`src/wrs_regs.vh`:
```
// Constants for the watchdog and reset supervisor
`ifndef WRS_REGS_VH
`define WRS_REGS_VH
// Control word bit positions
`define WRS_BIT_PER0 0
`define WRS_BIT_PER1 1
`define WRS_BIT_PER2 2
`define WRS_BIT_RUN 3
`define WRS_BIT_UNLOCK 4
`define WRS_BIT_PER3 5
`define WRS_BIT_IRQEN 6
`define WRS_BIT_IRQFLAG 7
// Reset values
`define WRS_RST_PERIOD 4'h0
`define WRS_RST_CTRL 8'h00
// Timed window length in system clock cycles
`define WRS_UNLOCK_CYCLES 3'h4
// Period codes
`define WRS_PERIOD_MAX 4'h9
`define WRS_BASE_SHIFT 11
// Oscillator rate in Hz
`define WRS_OSC_HZ 128000
// Default start-up time-out in microseconds, count at 50 MHz
`define WRS_TOUT_US 64
`define WRS_CLK_MHZ 50
`define WRS_TOUT_CYCLES (`WRS_TOUT_US * `WRS_CLK_MHZ)
// Default brown-out filter time in ns, count at 20 ns per cycle
`define WRS_BOD_NS 2000
`define WRS_BOD_CYCLES (`WRS_BOD_NS / 20)
`endif

```
`src/wrs_watchdog_reset_supervisor.v`:
```
// Watchdog timer and reset-source supervisor
`timescale 1ns/10ps
`include "wrs_regs.vh"

module wrs_watchdog_reset_supervisor #(
	parameter TOUT_CYCLES = `WRS_TOUT_CYCLES,
	parameter BOD_CYCLES = `WRS_BOD_CYCLES
) (
	input wire clk, // System clock, 50 MHz
	input wire nrst, // Power-on reset, active low
	input wire clkEn, // Freezes all state while low
	input wire extResetEnable, // Reset pin function enabled
	input wire resetPin_n, // Reset pin, active low, asynchronous
	input wire brownoutEnable, // Brown-out detection fuse-enabled
	input wire [2:0] brownoutLevelFuse, // Trigger level fuse bits
	input wire supplyAboveUpper, // Comparator: supply above level + hyst/2
	input wire supplyBelowLower, // Comparator: supply below level - hyst/2
	input wire comparatorBandgapSelect, // Comparator uses bandgap
	input wire converterEnable, // Converter enabled
	input wire alwaysOnFuse, // Always-on fuse programmed (level 2)
	input wire wdOscTick, // Watchdog oscillator clock, 128 kHz
	input wire watchdogRestart, // Restart instruction pulse
	input wire ctrlWrite, // Control word write strobe
	input wire [7:0] ctrlWdata, // Control word write data
	input wire flagWrite, // Reset-cause flag write strobe
	input wire flagWdata, // Value written to watchdog reset flag
	output reg [7:0] ctrlRdata, // Control word read back
	output reg watchdogResetFlag, // Watchdog caused last reset
	output reg watchdogIrq, // Time-out interrupt / wake request
	output reg watchdogResetPulse, // One-cycle watchdog reset
	output reg coreReset, // Reset held on core
	output reg bandgapPower, // Bandgap reference power enable
	output reg [2:0] brownoutLevelSel // Level select to analog comparator
);

// ==========================================================
// Asynchronous pin reset capture
wire pinLow = extResetEnable & ~resetPin_n;
wire anyRstN = nrst & ~pinLow;
reg pinSync1, pinSync2;
// Release of pin reset synchronised, captured without clock
// Assertion is asynchronous so a stopped clock still resets
// Release passes two stages so the delay never starts on a glitch
always @(posedge clk or negedge anyRstN) begin
	if (!anyRstN) begin
		pinSync1 <= 1'b0;
		pinSync2 <= 1'b0;
	end else if (clkEn) begin
		pinSync1 <= 1'b1;
		pinSync2 <= pinSync1;
	end
end

// ==========================================================
// Brown-out filter with hysteresis
reg belowS1, belowS2, aboveS1, aboveS2, brownout;
reg [15:0] bodCnt;
// Input synchronisers for comparator levels
always @(posedge clk or negedge nrst) begin
	if (!nrst) begin
		belowS1 <= 1'b0;
		belowS2 <= 1'b0;
		aboveS1 <= 1'b1;
		aboveS2 <= 1'b1;
	end else if (clkEn) begin
		belowS1 <= supplyBelowLower;
		belowS2 <= belowS1;
		aboveS1 <= supplyAboveUpper;
		aboveS2 <= aboveS1;
	end
end
// Flag only drops that persist past filter time
reg next_brownout;
reg [15:0] next_bodCnt;
always @* begin
	next_brownout = brownout;
	next_bodCnt = bodCnt;
	if (!brownoutEnable) begin
		next_bodCnt = 16'h0000;
		next_brownout = 1'b0;
	end else if (brownout) begin
		// Clears only above the upper hysteresis edge
		next_bodCnt = 16'h0000;
		if (aboveS2)
			next_brownout = 1'b0;
	end else if (belowS2) begin
		if (bodCnt >= BOD_CYCLES[15:0])
			next_brownout = 1'b1;
		else
			next_bodCnt = bodCnt + 16'h0001;
	end else begin
		// A dip that ends early starts over
		next_bodCnt = 16'h0000;
	end
end
// Filter registers and level select mirror
always @(posedge clk or negedge nrst) begin
	if (!nrst) begin
		bodCnt <= 16'h0000;
		brownout <= 1'b0;
		brownoutLevelSel <= 3'h0;
	end else if (clkEn) begin
		brownoutLevelSel <= brownoutLevelFuse;
		bodCnt <= next_bodCnt;
		brownout <= next_brownout;
	end
end

// ==========================================================
// Watchdog oscillator domain: tick edge synchronised
// Two stages settle the foreign clock, the third finds its rising edge
// The oscillator must stay well below half the system clock rate
reg tickS1, tickS2, tickS3;
always @(posedge clk or negedge nrst) begin
	if (!nrst) begin
		tickS1 <= 1'b0;
		tickS2 <= 1'b0;
		tickS3 <= 1'b0;
	end else if (clkEn) begin
		tickS1 <= wdOscTick;
		tickS2 <= tickS1;
		tickS3 <= tickS2;
	end
end
wire oscEdge = tickS2 & ~tickS3;

// ==========================================================
// Control register and timed change window
reg run, irqEn, unlock, irqFlag;
reg [3:0] period;
reg [2:0] unlockCnt;
reg [20:0] wdCnt;
reg next_run, next_irqEn, next_unlock, next_irqFlag;
reg [3:0] next_period;
reg [2:0] next_unlockCnt;
wire level2 = alwaysOnFuse;
wire effRun = level2 | run | watchdogResetFlag;
wire active = effRun | irqEn;
wire wUnlock = ctrlWdata[`WRS_BIT_UNLOCK];
wire wRun = ctrlWdata[`WRS_BIT_RUN];
wire [3:0] wPer = {ctrlWdata[`WRS_BIT_PER3], ctrlWdata[`WRS_BIT_PER2],
	ctrlWdata[`WRS_BIT_PER1], ctrlWdata[`WRS_BIT_PER0]};
wire [20:0] limit = (period > `WRS_PERIOD_MAX) ? 21'h1FFFFF :
	((21'h000001 << (`WRS_BASE_SHIFT + period)) - 21'h000001);
// Reserved period codes never expire; the counter just wraps
wire validPer = (period <= `WRS_PERIOD_MAX);
wire expire = active & oscEdge & validPer & (wdCnt >= limit);
wire rstAction = expire & effRun & ~irqEn;
wire irqAction = expire & irqEn;
// First write of a timed sequence must carry unlock and run together
wire firstWrite = ctrlWrite & wUnlock & wRun;
wire finalWrite = ctrlWrite & ~firstWrite & unlock;

// Window opens on a valid first write and shuts after four clocks
always @* begin
	next_unlock = unlock;
	next_unlockCnt = unlockCnt;
	if (unlock) begin
		if (unlockCnt == `WRS_UNLOCK_CYCLES - 3'h1)
			next_unlock = 1'b0;
		next_unlockCnt = unlockCnt + 3'h1;
	end
	if (firstWrite) begin
		next_unlock = 1'b1;
		next_unlockCnt = 3'h0;
	end else if (finalWrite) begin
		next_unlock = 1'b0; // Used up by the final write
	end
end

// Protected settings: clearing the run bit; period select only at level 2
always @* begin
	next_run = run;
	next_period = period;
	if (firstWrite) begin
		if (!level2)
			next_run = 1'b1;
	end else if (finalWrite) begin
		next_period = wPer;
		if (!level2)
			next_run = wRun;
	end else if (ctrlWrite && !level2) begin
		next_period = wPer;
		if (wRun)
			next_run = 1'b1;
	end
end

// Interrupt enable and flag
always @* begin
	next_irqEn = irqEn;
	next_irqFlag = irqFlag;
	if (ctrlWrite)
		next_irqEn = ctrlWdata[`WRS_BIT_IRQEN];
	// Combined mode: the time-out drops the enable, next one resets
	if (expire && effRun && irqEn)
		next_irqEn = 1'b0;
	// Set wins over a software clear in the same cycle
	if (irqAction)
		next_irqFlag = 1'b1;
	else if (ctrlWrite && ctrlWdata[`WRS_BIT_IRQFLAG])
		next_irqFlag = 1'b0;
end

// Control state, cleared by power-on or by the reset pin
always @(posedge clk or negedge anyRstN) begin
	if (!anyRstN) begin
		run <= 1'b0;
		irqEn <= 1'b0;
		unlock <= 1'b0;
		unlockCnt <= 3'h0;
		period <= `WRS_RST_PERIOD;
		irqFlag <= 1'b0;
	end else if (clkEn) begin
		run <= next_run;
		irqEn <= next_irqEn;
		unlock <= next_unlock;
		unlockCnt <= next_unlockCnt;
		period <= next_period;
		irqFlag <= next_irqFlag;
	end
end

// ==========================================================
// Watchdog counter
// Held clear while stopped, restarted, expired or the core is in reset
always @(posedge clk or negedge anyRstN) begin
	if (!anyRstN) begin
		wdCnt <= 21'h000000;
	end else if (clkEn) begin
		if (!active || watchdogRestart || expire || coreReset)
			wdCnt <= 21'h000000;
		else if (oscEdge)
			wdCnt <= wdCnt + 21'h000001;
	end
end

// ==========================================================
// Reset pulse, flag and start-up delay
reg [23:0] delayCnt;
reg [23:0] next_delayCnt;
reg next_coreReset, next_resetFlag;
// Any source holds the core; the count restarts until all are gone
wire holdReset = !pinSync2 || brownout || rstAction ||
	watchdogResetPulse;

// Flag survives pin and watchdog resets; set wins over a clear
always @* begin
	next_resetFlag = watchdogResetFlag;
	if (rstAction)
		next_resetFlag = 1'b1;
	else if (flagWrite && !flagWdata)
		next_resetFlag = 1'b0;
end

// Start-up delay begins once the pulse has fallen
always @* begin
	next_delayCnt = delayCnt;
	next_coreReset = coreReset;
	if (holdReset) begin
		next_delayCnt = 24'h000000;
		next_coreReset = 1'b1;
	end else if (delayCnt >= TOUT_CYCLES[23:0]) begin
		next_coreReset = 1'b0;
	end else begin
		next_delayCnt = delayCnt + 24'h000001;
	end
end

// One-clock watchdog reset pulse and its flag
always @(posedge clk or negedge nrst) begin
	if (!nrst) begin
		watchdogResetPulse <= 1'b0;
		watchdogResetFlag <= 1'b0;
	end else if (clkEn) begin
		watchdogResetPulse <= rstAction & ~watchdogResetPulse;
		watchdogResetFlag <= next_resetFlag;
	end
end

// Core reset raised at once by the pin, with or without a clock
always @(posedge clk or negedge anyRstN) begin
	if (!anyRstN) begin
		delayCnt <= 24'h000000;
		coreReset <= 1'b1;
	end else if (clkEn) begin
		delayCnt <= next_delayCnt;
		coreReset <= next_coreReset;
	end
end

// ==========================================================
// Outputs and bandgap
reg [7:0] next_rdata;
reg next_irq;
// Read-back word; run bit shows the effective enable
always @* begin
	next_rdata = {irqFlag, irqEn, period[3], unlock, effRun,
		period[2:0]};
	// A pending flag still raises the request in combined mode
	next_irq = irqFlag & (irqEn | effRun);
end

// Readback and interrupt registers
always @(posedge clk or negedge nrst) begin
	if (!nrst) begin
		ctrlRdata <= `WRS_RST_CTRL;
		watchdogIrq <= 1'b0;
	end else if (clkEn) begin
		ctrlRdata <= next_rdata;
		watchdogIrq <= next_irq;
	end
end

// Bandgap powered by any of its three users
always @(posedge clk or negedge nrst) begin
	if (!nrst) begin
		bandgapPower <= 1'b0;
	end else if (clkEn) begin
		bandgapPower <= brownoutEnable | comparatorBandgapSelect |
			converterEnable;
	end
end

endmodule

```
`config.mk`:
```
export PLATFORM = sky130hd
export DESIGN_NAME = wrs_watchdog_reset_supervisor
export DESIGN_NICKNAME = d
export VERILOG_FILES = /design/src/wrs_watchdog_reset_supervisor.v
export VERILOG_INCLUDE_DIRS = /design/src
export SDC_FILE = /design/constraint.sdc
export NUM_CORES = 1
export LEC_CHECK = 0
export BUFFER_PORTS_ARGS = -buffer_cell sky130_fd_sc_hd__clkbuf_2
export CAP_MARGIN = 25
export CORE_ASPECT_RATIO = 1.1
export CORE_MARGIN = 1
export CORE_UTILIZATION = 50
export DETAILED_ROUTE_END_ITERATION = 12
export PLACE_DENSITY_LB_ADDON = 0.05
export SYNTH_ARGS = -nofsm -noshare
export SYNTH_HDL_FRONTEND = slang
export SYNTH_SLANG_ARGS = --single-unit
```
`constraint.sdc`:
```
create_clock -name clk -period 16.05 [get_ports clk]
set_input_delay 0.8025 -clock clk [delete_from_list [all_inputs] [get_ports clk]]
set_output_delay 0.8025 -clock clk [all_outputs]
set_load 0.01 [all_outputs]
```
# Yosys cells after proc, flatten, opt, wreduce, memory -nomap -nowiden
# Cells that the tools add are included.
dict set report word_totals {
  latch_bits 0
  inputBits 27
  ff_bits 98
  ramBits 0
  mem_bits_ro 0
  mem_count 0
  output_inout_bits 16
}
dict set report classes {
  order_cmp 5
  mul 0
  div 0
  n_bitwise 26
  n_shift 1
  reduce_logical 34
  n_addsub 6
  mux 36
  n_eq_ne 5
}
# op n
set op_table {}
lappend op_table {{$mux W16} 4}
lappend op_table {{$mux W21} 3}
lappend op_table {{$mux W24} 2}
lappend op_table {{$add A24 B1 Y24 const B} 1}
lappend op_table {{$ge A24 B12 Y1 const B} 1}
lappend op_table {{$mux W1} 23}
lappend op_table {{$add A21 B1 Y21 const B} 1}
lappend op_table {{$ge A21 B21 Y1} 1}
lappend op_table {{$shl A1 B5 Y21 const A} 1}
lappend op_table {{$sub A21 B1 Y21 const B} 1}
lappend op_table {{$add A16 B1 Y16 const B} 1}
lappend op_table {{$ge A16 B7 Y1 const B} 1}
lappend op_table {{$reduce_and A2 Y1} 8}
lappend op_table {{$and A1 B1 Y1} 15}
lappend op_table {{$reduce_bool A2 Y1} 7}
lappend op_table {{$mux W4} 2}
lappend op_table {{$logic_or A1 B1 Y1} 6}
lappend op_table {{$mux W3} 2}
lappend op_table {{$ne A2 B2 Y1 const B} 3}
lappend op_table {{$not A1 Y1} 6}
lappend op_table {{$reduce_bool A3 Y1} 2}
lappend op_table {{$add A4 B4 Y5 const A} 1}
lappend op_table {{$logic_and A1 B1 Y1} 5}
lappend op_table {{$or A1 B1 Y1} 5}
lappend op_table {{other kinds (8)} 11}

# Longest topological paths before layout
# Gate-level depths: netlist (run 1).
dict set report logic_depth {
  word_depth 12
  ltp_mapped 14
}

# Least setup slack after synthesis (run 1)
# Ideal clock, no wire load.
dict set report synth_timing {
  kind {register to register}
  startpoint {register period[1]}
  endpoint {register coreReset}
  slack_ns 13.321
  period_less_slack_ns 2.729
  path_buffers 2
  arrival_ns 2.649
  path_stages_with_launch 13
  cell_sequence {dfrtp_1 > clkbuf_1 > o21a_1 > a221oi_1 > ha_1 > nand4_1 > nor4_1 > o2111a_1 > and2_1 > o31ai_4 > a21oi_4 > buf_4 > nand2b_1}
}
dict set report synth_via {
  elab_chain_len 12
  word_cells_on_any_way 16
}
# element line_no
set synth_rtl {}
lappend synth_rtl {{start, declared} wrs_watchdog_reset_supervisor.v:130} ;# reg [3:0] period;
lappend synth_rtl {{start signal, assigned} wrs_watchdog_reset_supervisor.v:212} ;# period <= `WRS_RST_PERIOD;
lappend synth_rtl {{start signal, assigned} wrs_watchdog_reset_supervisor.v:219} ;# period <= next_period;
lappend synth_rtl {{$add A4 B4 Y5 (no line)} -}
lappend synth_rtl {{$shl A1 B5 Y21} wrs_watchdog_reset_supervisor.v:144} ;# ((21'h000001 << (`WRS_BASE_SHIFT + period)) - 21'h000001);
lappend synth_rtl {{$sub A21 B1 Y21} wrs_watchdog_reset_supervisor.v:144}
lappend synth_rtl {{$mux W21} wrs_watchdog_reset_supervisor.v:143} ;# wire [20:0] limit = (period > `WRS_PERIOD_MAX) ? 21'h1FFFFF :
lappend synth_rtl {{$ge A21 B21 Y1} wrs_watchdog_reset_supervisor.v:147} ;# wire expire = active & oscEdge & validPer & (wdCnt >= limit);
lappend synth_rtl {{$and A1 B1 Y1 (*)} wrs_watchdog_reset_supervisor.v:147}
lappend synth_rtl {{$and A1 B1 Y1 (*) (2 in a row)} wrs_watchdog_reset_supervisor.v:148} ;# wire rstAction = expire & effRun & ~irqEn;
lappend synth_rtl {{$logic_or A1 B1 Y1 (*) (2 in a row)} wrs_watchdog_reset_supervisor.v:244} ;# wire holdReset = !pinSync2 || brownout || rstAction ||
lappend synth_rtl {{$reduce_bool A2 Y1 (no line)} -}
lappend synth_rtl {{$reduce_and A2 Y1 (no line)} -}
lappend synth_rtl {{end signal, assigned} wrs_watchdog_reset_supervisor.v:288} ;# coreReset <= next_coreReset;
lappend synth_rtl {{end, declared} wrs_watchdog_reset_supervisor.v:31} ;# output reg coreReset,
# Every way passes the cells marked *; elsewhere a longest branch is shown, timed or not.
# A chain may end at the register's enable or synchronous reset.

# Worst setup path in the final report (run 1)
dict set report layout_timing {
  startpoint {register period[3]}
  endpoint {register wdCnt[3]}
}
dict set report layout_via {
  elab_chain_len 10
  word_cells_on_any_way 14
}
# element line_no
set layout_rtl {}
lappend layout_rtl {{$add A4 B4 Y5 (no line)} -}
lappend layout_rtl {{$shl A1 B5 Y21} wrs_watchdog_reset_supervisor.v:144}
lappend layout_rtl {{$sub A21 B1 Y21} wrs_watchdog_reset_supervisor.v:144}
lappend layout_rtl {{$mux W21} wrs_watchdog_reset_supervisor.v:143}
lappend layout_rtl {{$ge A21 B21 Y1} wrs_watchdog_reset_supervisor.v:147}
lappend layout_rtl {{$and A1 B1 Y1 (*)} wrs_watchdog_reset_supervisor.v:147}
lappend layout_rtl {{$logic_or A1 B1 Y1 (*) (2 in a row)} wrs_watchdog_reset_supervisor.v:231} ;# if (!active || watchdogRestart || expire || coreReset)
lappend layout_rtl {{$reduce_bool A2 Y1 (no line)} -}
lappend layout_rtl {{$reduce_and A2 Y1 (no line)} -}
lappend layout_rtl {{end signal, assigned} wrs_watchdog_reset_supervisor.v:234} ;# wdCnt <= wdCnt + 21'h000001;
lappend layout_rtl {{end, declared} wrs_watchdog_reset_supervisor.v:132} ;# reg [20:0] wdCnt;
# Marked as above.

==> flow_metrics.py, run 1 <==
metrics = {
    "placed_design": {
        "gp_congestion": 0.843,
        "dp.cells": 664,
        "port_buffers": 42,
        "place_hpwl_um": 7350,
        "dp_slack_ps": 12400,
    },
    "final_layout": {
        "area_growth_pct": 10.4,
        "seq_area_um2": 2460,
        "n_fill_cell": 878,
        "multi_input_area_um2": 2500,
        "diodes": 0,
        "final_cells": 681,
        "drive_above_1_share_pct": 16.8,
        "final_common_cell": "dfrtp_1",
        "layout_common_cells": "dfrtp_1, nor2_1, clkbuf_2, ha_1, nand2_1",
        "fin_nets": 612,
    },
    "setup_path": {
        "crit_path_end": "wdCnt[3]",
        "crit_type": "register to register",
        "rrSetupSlack_ps": 12690,
        "worstPathCellList": "o21a_1, a221oi_1, ha_1, nand4_1, nor4_1, o2111a_1, a211o_1, o21a_1, and2_1, a311oi_1",
        "required_ps": 16270,
        "path_depth": 10,
        "critPathTopFamily": "compound AO/OA/AOI/OAI gates",
        "worstRegToRegCells": 10,
        "end_kind": "register",
        "r2r_start": "period[3]",
        "crit_path_top_delay_cell": "dfrtp_1",
        "cp.arrival_ps": 3580,
        "slowest_delay_ps": 640,
        "cp-start-kind": "register",
        "rr_endpoint": "wdCnt[3]",
        "cp_max_fo": 16,
        "path_common_cell": "o21a_1",
        "crit_start": "period[3]",
        "crit_buf_inv": 0,
    },
    "timing": {
        "finalWorstSetupSlack_ps": 12690,
        "relSlewSlack_pct": 53.1,
        "skew_ps": 10.6,
        "fmaxAchievable_mhz": 298,
        "slew_viol_final": 0,
        "worstMarginPinSlew_ps": 700,
        "period_minus_slack_ps": 3360,
        "finalSetupTns_ps": 0,
        "post-route-period-util_pct": 20.9,
        "final_hold_viol_count": 0,
        "setup_viol": 0,
        "rsz0062_at_grt": "no",
    },
    "power_and_ir_drop": {
        "irDropWorstVdd_mv": 0.0638,
        "power_density_nw_per_um2": 94.9,
        "p_leak_nw": 2.62,
    },
    "run_status": {
        "status": "complete, no violations",
    },
    "synth": {
        "syn_inst": 509,
        "synth_area_um2": 5100,
        "ys_types": 58,
        "synthFlopType": "dfrtp_1",
        "synth_edf_count": 0,
        "synth-seq-cells": 98,
        "ys_seq_area_share_pct": 48.2,
        "synthArstFlopShare_pct": 100,
        "ys_warn_count": 0,
        "synth_area_per_cell_um2": 10.0,
    },
    "global_route": {
        "grt_pass1_vias": 3685,
        "grt_max_degree": 43,
        "track_usage_pct": 21.1,
        "antenna_found_initial": 0,
        "grt-ovfl-total": 0,
        "grt_pass1_wl_um": 17600,
    },
    "clocking": {
        "cts_resized": 0,
        "worstSkewPairLatency_ps": 370,
        "clkTransAtPathRegs_ps": 90,
        "cts.path.max_buffers": 2,
        "ctsHoldBuffers": 0,
        "clkSinkCount": 98,
        "numCtsBuffers": 9,
        "cts_setup_buffers": 0,
        "cts_tree": "yes",
        "cts_root_buffer": "clkbuf_8",
        "h-tree-depth": 3,
    },
    "floorplanning": {
        "ios": 43,
        "initial_core_util_pct": 51.5,
        "fp-row-count": 38,
        "die_h_um": 108,
        "core_region_area_um2": 9890,
        "die_x_um": 98.3,
        "dieArea_um2": 10600,
    },
    "route": {
        "wl_per_cell_um": 15.1,
        "ant_nets": 0,
        "viasPerCell": 5.59,
        "drt_first_iter_violations": 177,
        "wl_um": 10300,
        "drc": 0,
        "vias": 3808,
        "first_pass_iters": 4,
    },
    "job": {
        "cap_violations": 0,
    },
    "min_path": {
        "hp-class": "input pin to asynchronous set/reset pin",
    },
}
-- state kept, by name, indices dropped and copies added (netlist names), 3 cells and up --
name              flops
bodCnt               16
brownoutLevelSel      3
ctrlRdata             8
delayCnt             24
period                4
unlockCnt             3
wdCnt                21
-- where the power goes --
group          internal (mW)  switching (mW)
sequential             0.266          0.0210
combinational         0.0406          0.0524
clock                 0.0701          0.0840
total                  0.377           0.157
-- final cells by class --
class	count	area share (%)
multi-input combinational	376	44.4
sequential	98	43.7
timing repair buffer	47	4.36
clock buffer	15	3.14
tap	120	2.67
inverter	24	1.60
clock inverter	1	0.156
-- synth_stat cells (all sizes together) (2+ instances only) --
| master | number | area, um^2 |
|---|---|---|
| and3 | 11 | 73.8 |
| a31oi | 14 | 87.6 |
| xnor2 | 8 | 70.1 |
| xor2 | 15 | 131 |
| conb | 2 | 7.51 |
| dfstp | 3 | 78.8 |
| o31ai | 5 | 51.3 |
| nand2 | 28 | 105 |
| nor3 | 11 | 55.1 |
| o21ai | 21 | 105 |
| or3 | 2 | 12.5 |
| nand3 | 18 | 90.1 |
| ha | 29 | 363 |
| o22ai | 5 | 31.3 |
| mux2 | 22 | 248 |
| o41ai | 2 | 17.5 |
| a21o | 3 | 22.5 |
| buf | 6 | 43.8 |
| o311ai | 2 | 17.5 |
| nand2b | 6 | 37.5 |
| a211oi | 2 | 15.0 |
| o21a | 3 | 22.5 |
| and4 | 3 | 26.3 |
| clkbuf | 10 | 37.5 |
| or2 | 3 | 18.8 |
| and2 | 6 | 40.0 |
| a22o | 6 | 52.6 |
| nand3b | 2 | 15.0 |
| a21oi | 18 | 101 |
| nor4 | 7 | 43.8 |
| nor2 | 66 | 250 |
| dfrtp | 95 | 2380 |
| a41oi | 3 | 26.3 |
| inv | 24 | 90.1 |
| nor2b | 21 | 131 |
| nand4 | 15 | 93.8 |
-- per-stage QoR --
stage / total power [mW] / hold WS (ps) / utilization [%] / cell area, um^2
3_5_place_dp: 0.385 / 455 / 55.0 / 5440
3_3_place_gp: 0.379 / 446 / 54.9 / 5430
6_report: 0.534 / 471 / 56.9 / 5630
4_1_cts: 0.538 / 477 / 56.8 / 5620
5_1_grt: 0.569 / 492 / 56.9 / 5630
2_1_floorplan: 0.355 / 431 / - / 5110
-- cells by family after synthesis --
logic type | after synthesis | share of synthesized area (%)
buffers and inverters | 40 | 3.36
muxes | 22 | 4.86
xor gates and xnor gates | 23 | 3.95
other | 2 | 0.147
AOI/OAI and AO/OA | 93 | 12.4
DFF | 98 | 48.2
and+or+nand+nor | 202 | 20.0
adders and majority gates | 29 | 7.12
-- worst min path at each step --
stage | end
after floorplan | pinSync1
after global placement | pinSync1
after detailed placement | pinSync1
after CTS | pinSync1
after global routing | pinSync1
final | bodCnt[10]
-- per-layer routing --
layer | vias up | GRT usage [%] | share of wire, %
met5 | - | 0 | 0
met4 | 0 | 8.00 | 1.2
met3 | 10 | 3.90 | 3.2
met2 | 55 | 33.6 | 47
met1 | 1843 | 28.7 | 49
li1 | 1900 | - | -
(Power assumes the default switching activity.)
==> inputs of run 2 (changes only) <==
==> constraint.sdc (replaced) <==
create_clock -name clk -period 3.1 [get_ports clk]
set_input_delay 0.155 -clock clk [delete_from_list [all_inputs] [get_ports clk]]
set_output_delay 0.155 -clock clk [all_outputs]
set_load 0.01 [all_outputs]
==> run 2 against run 1 <==
  * Setup slack got worse by 12000 ps
  * Global-route usage is 0.68 points higher
  * Die area unchanged
  * Non-clock buffer count grew 14
  * Critical path depth increased by 2
  * Flip-flop and latch count did not move
  * Sequential share of layout area fell by 1.4 points
  * Core utilization rose by 1.9 points
  * Via count up 0.74%
  * Hold slack got worse by 450 ps
  * Register-to-register slack got worse by 12000 ps
  * Critical path type unchanged
==> flow_metrics.py, run 2 (same netlist as run 1, synthesis figures left out) <==
metrics = {
    "floorplanning": {
        "ios": 43,
        "die_x_um": 98.3,
        "die_h_um": 108,
        "initial_core_util_pct": 51.5,
        "core_region_area_um2": 9890,
        "dieArea_um2": 10600,
        "fp-row-count": 38,
    },
    "timing": {
        "skew_ps": 7.81,
        "post-route-period-util_pct": 93.5,
        "setup_viol": 0,
        "rsz0062_at_grt": "no",
        "finalWorstSetupSlack_ps": 203,
        "finalSetupTns_ps": 0,
        "relSlewSlack_pct": 38.3,
        "period_minus_slack_ps": 2900,
        "fmaxAchievable_mhz": 345,
        "worstMarginPinSlew_ps": 924,
        "slew_viol_final": 0,
        "final_hold_viol_count": 0,
    },
    "global_route": {
        "grt_max_degree": 40,
        "grt_pass1_wl_um": 17900,
        "track_usage_pct": 21.8,
        "antenna_found_initial": 0,
        "grt_pass1_vias": 3750,
        "grt-ovfl-total": 0,
    },
    "setup_path": {
        "cp.arrival_ps": 3170,
        "required_ps": 3370,
        "cp_max_fo": 10,
        "end_kind": "register",
        "crit_type": "register to register",
        "cp-start-kind": "register",
    },
    "clocking": {
        "cts.path.max_buffers": 2,
        "numCtsBuffers": 9,
        "cts_tree": "yes",
        "clkTransAtPathRegs_ps": 90,
        "worstSkewPairLatency_ps": 370,
        "clkSinkCount": 98,
        "cts_root_buffer": "clkbuf_8",
        "h-tree-depth": 3,
    },
    "final_layout": {
        "diodes": 0,
        "final_cells": 696,
        "seq_area_um2": 2460,
        "area_growth_pct": 14.1,
        "fin_util_pct": 58.8,
        "multi_input_area_um2": 2540,
        "layout_common_cells": "dfrtp_1, nor2_1, clkbuf_2, ha_1, nand2_1",
        "n_fill_cell": 850,
        "final_common_cell": "dfrtp_1",
        "regMostFlops": "delayCnt",
        "reg.largest.list": "delayCnt x24, wdCnt x21, bodCnt x16",
        "fin_nets": 627,
        "largest_reg_flops": 24,
        "drive_above_1_share_pct": 19.4,
    },
    "placed_design": {
        "gp_congestion": 0.856,
        "place_hpwl_um": 7770,
        "dp_slack_ps": 92.9,
        "dp.cells": 672,
        "port_buffers": 42,
    },
    "job": {
        "cap_violations": 0,
    },
    "power_and_ir_drop": {
        "irDropWorstVdd_mv": 0.299,
        "power_density_nw_per_um2": 492,
        "p_leak_nw": 2.69,
        "design_power_total_mw": 2.86,
    },
    "route": {
        "wl_per_cell_um": 15.5,
        "viasPerCell": 5.51,
        "first_pass_iters": 4,
        "wl_um": 10800,
        "ant_nets": 0,
        "vias": 3836,
        "drc": 0,
        "drt_first_iter_violations": 156,
    },
    "run_status": {
        "status": "complete, no violations",
    },
    "min_path": {
        "hp-class": "input pin to register",
    },
}
==> run 2: changes by cell type in the layout (fill, tap and decap cells not counted), sizes merged <==
| cell | previous run | this run |
|---|---|---|
| buf | 4 | 15 |
| clkinvlp | 0 | 1 |
| dlygate4sd3 | 0 | 4 |
| bufinv | 0 | 1 |
| o31ai | 5 | 6 |
| inv | 25 | 24 |
| clkbuf | 58 | 56 |
==> run 2: stage by stage <==
stage               instance area, um^2  hold slack, ps
floorplan                          5120            -141
global placement                   5500             322
detailed placement                 5500             332
CTS                                5740           0.888
global route                       5820            3.21
finish                             5820            21.8
==> run 2: timing repair <==
| action | in CTS | in global routing |
|---|---|---|
| setup buffers | 0 | 3 |
| endpoints found under the setup margin | 0 | 46 |
| hold buffers | 4 | 0 |
| hold endpoints to repair | 40 | 0 |
| gates resized for setup | 0 | 8 |
==> run 2: worst max-delay path, cell delays in order (launching register included) <==
cell	delay, ps
dfrtp_2	450
buf_4	180
a21o_1	160
a221oi_1	240
ha_1	310
nand4_1	140
nor2_1	80
a31oi_1	240
nand2_2	150
o21a_1	290
and2_1	200
buf_4	150
a311oi_1	200
==> run 2: power breakdown <==
part / leakage (nW) / switching (mW) / total (mW) / internal [mW]
Clock: 0.0969 / 0.432 / 0.851 / 0.419
Sequential: 1.28 / 0.0931 / 1.47 / 1.38
Combinational: 1.31 / 0.301 / 0.540 / 0.239
Total: 2.69 / 0.826 / 2.86 / 2.04
==> run 2: layout make-up <==
| type | count | area share [%] |
|---|---|---|
| timing repair buffer | 61 | 6.45 |
| inverter | 24 | 1.55 |
| clock buffer | 14 | 2.80 |
| tap | 120 | 2.58 |
| multi-input combinational | 377 | 43.7 |
| clock inverter | 2 | 0.645 |
| sequential | 98 | 42.3 |
==> run 2: routing by layer <==
layer / vias up / track usage (%) / share of wire [%]
met1: 1847 / 28.8 / 48
met3: 11 / 3.18 / 2.9
met2: 58 / 35.7 / 47
met5: - / 0 / 0
li1: 1920 / - / -
met4: 0 / 9.59 / 1.6
==> run 2: worst paths after layout <==
check                                      from                   to  slack, ps  cells after the start
setup / recovery                      period[3]             wdCnt[3]        200                     12
hold / removal             brownoutLevelFuse[0]  brownoutLevelSel[0]         20                      2
setup reg to reg                      period[3]             wdCnt[3]        200                     12
hold reg to reg                        pinSync1             pinSync1        480                      1
max in group asynchronous                  nrst         delayCnt[18]       1650                      4
min in group asynchronous        extResetEnable         unlockCnt[1]         60                      2
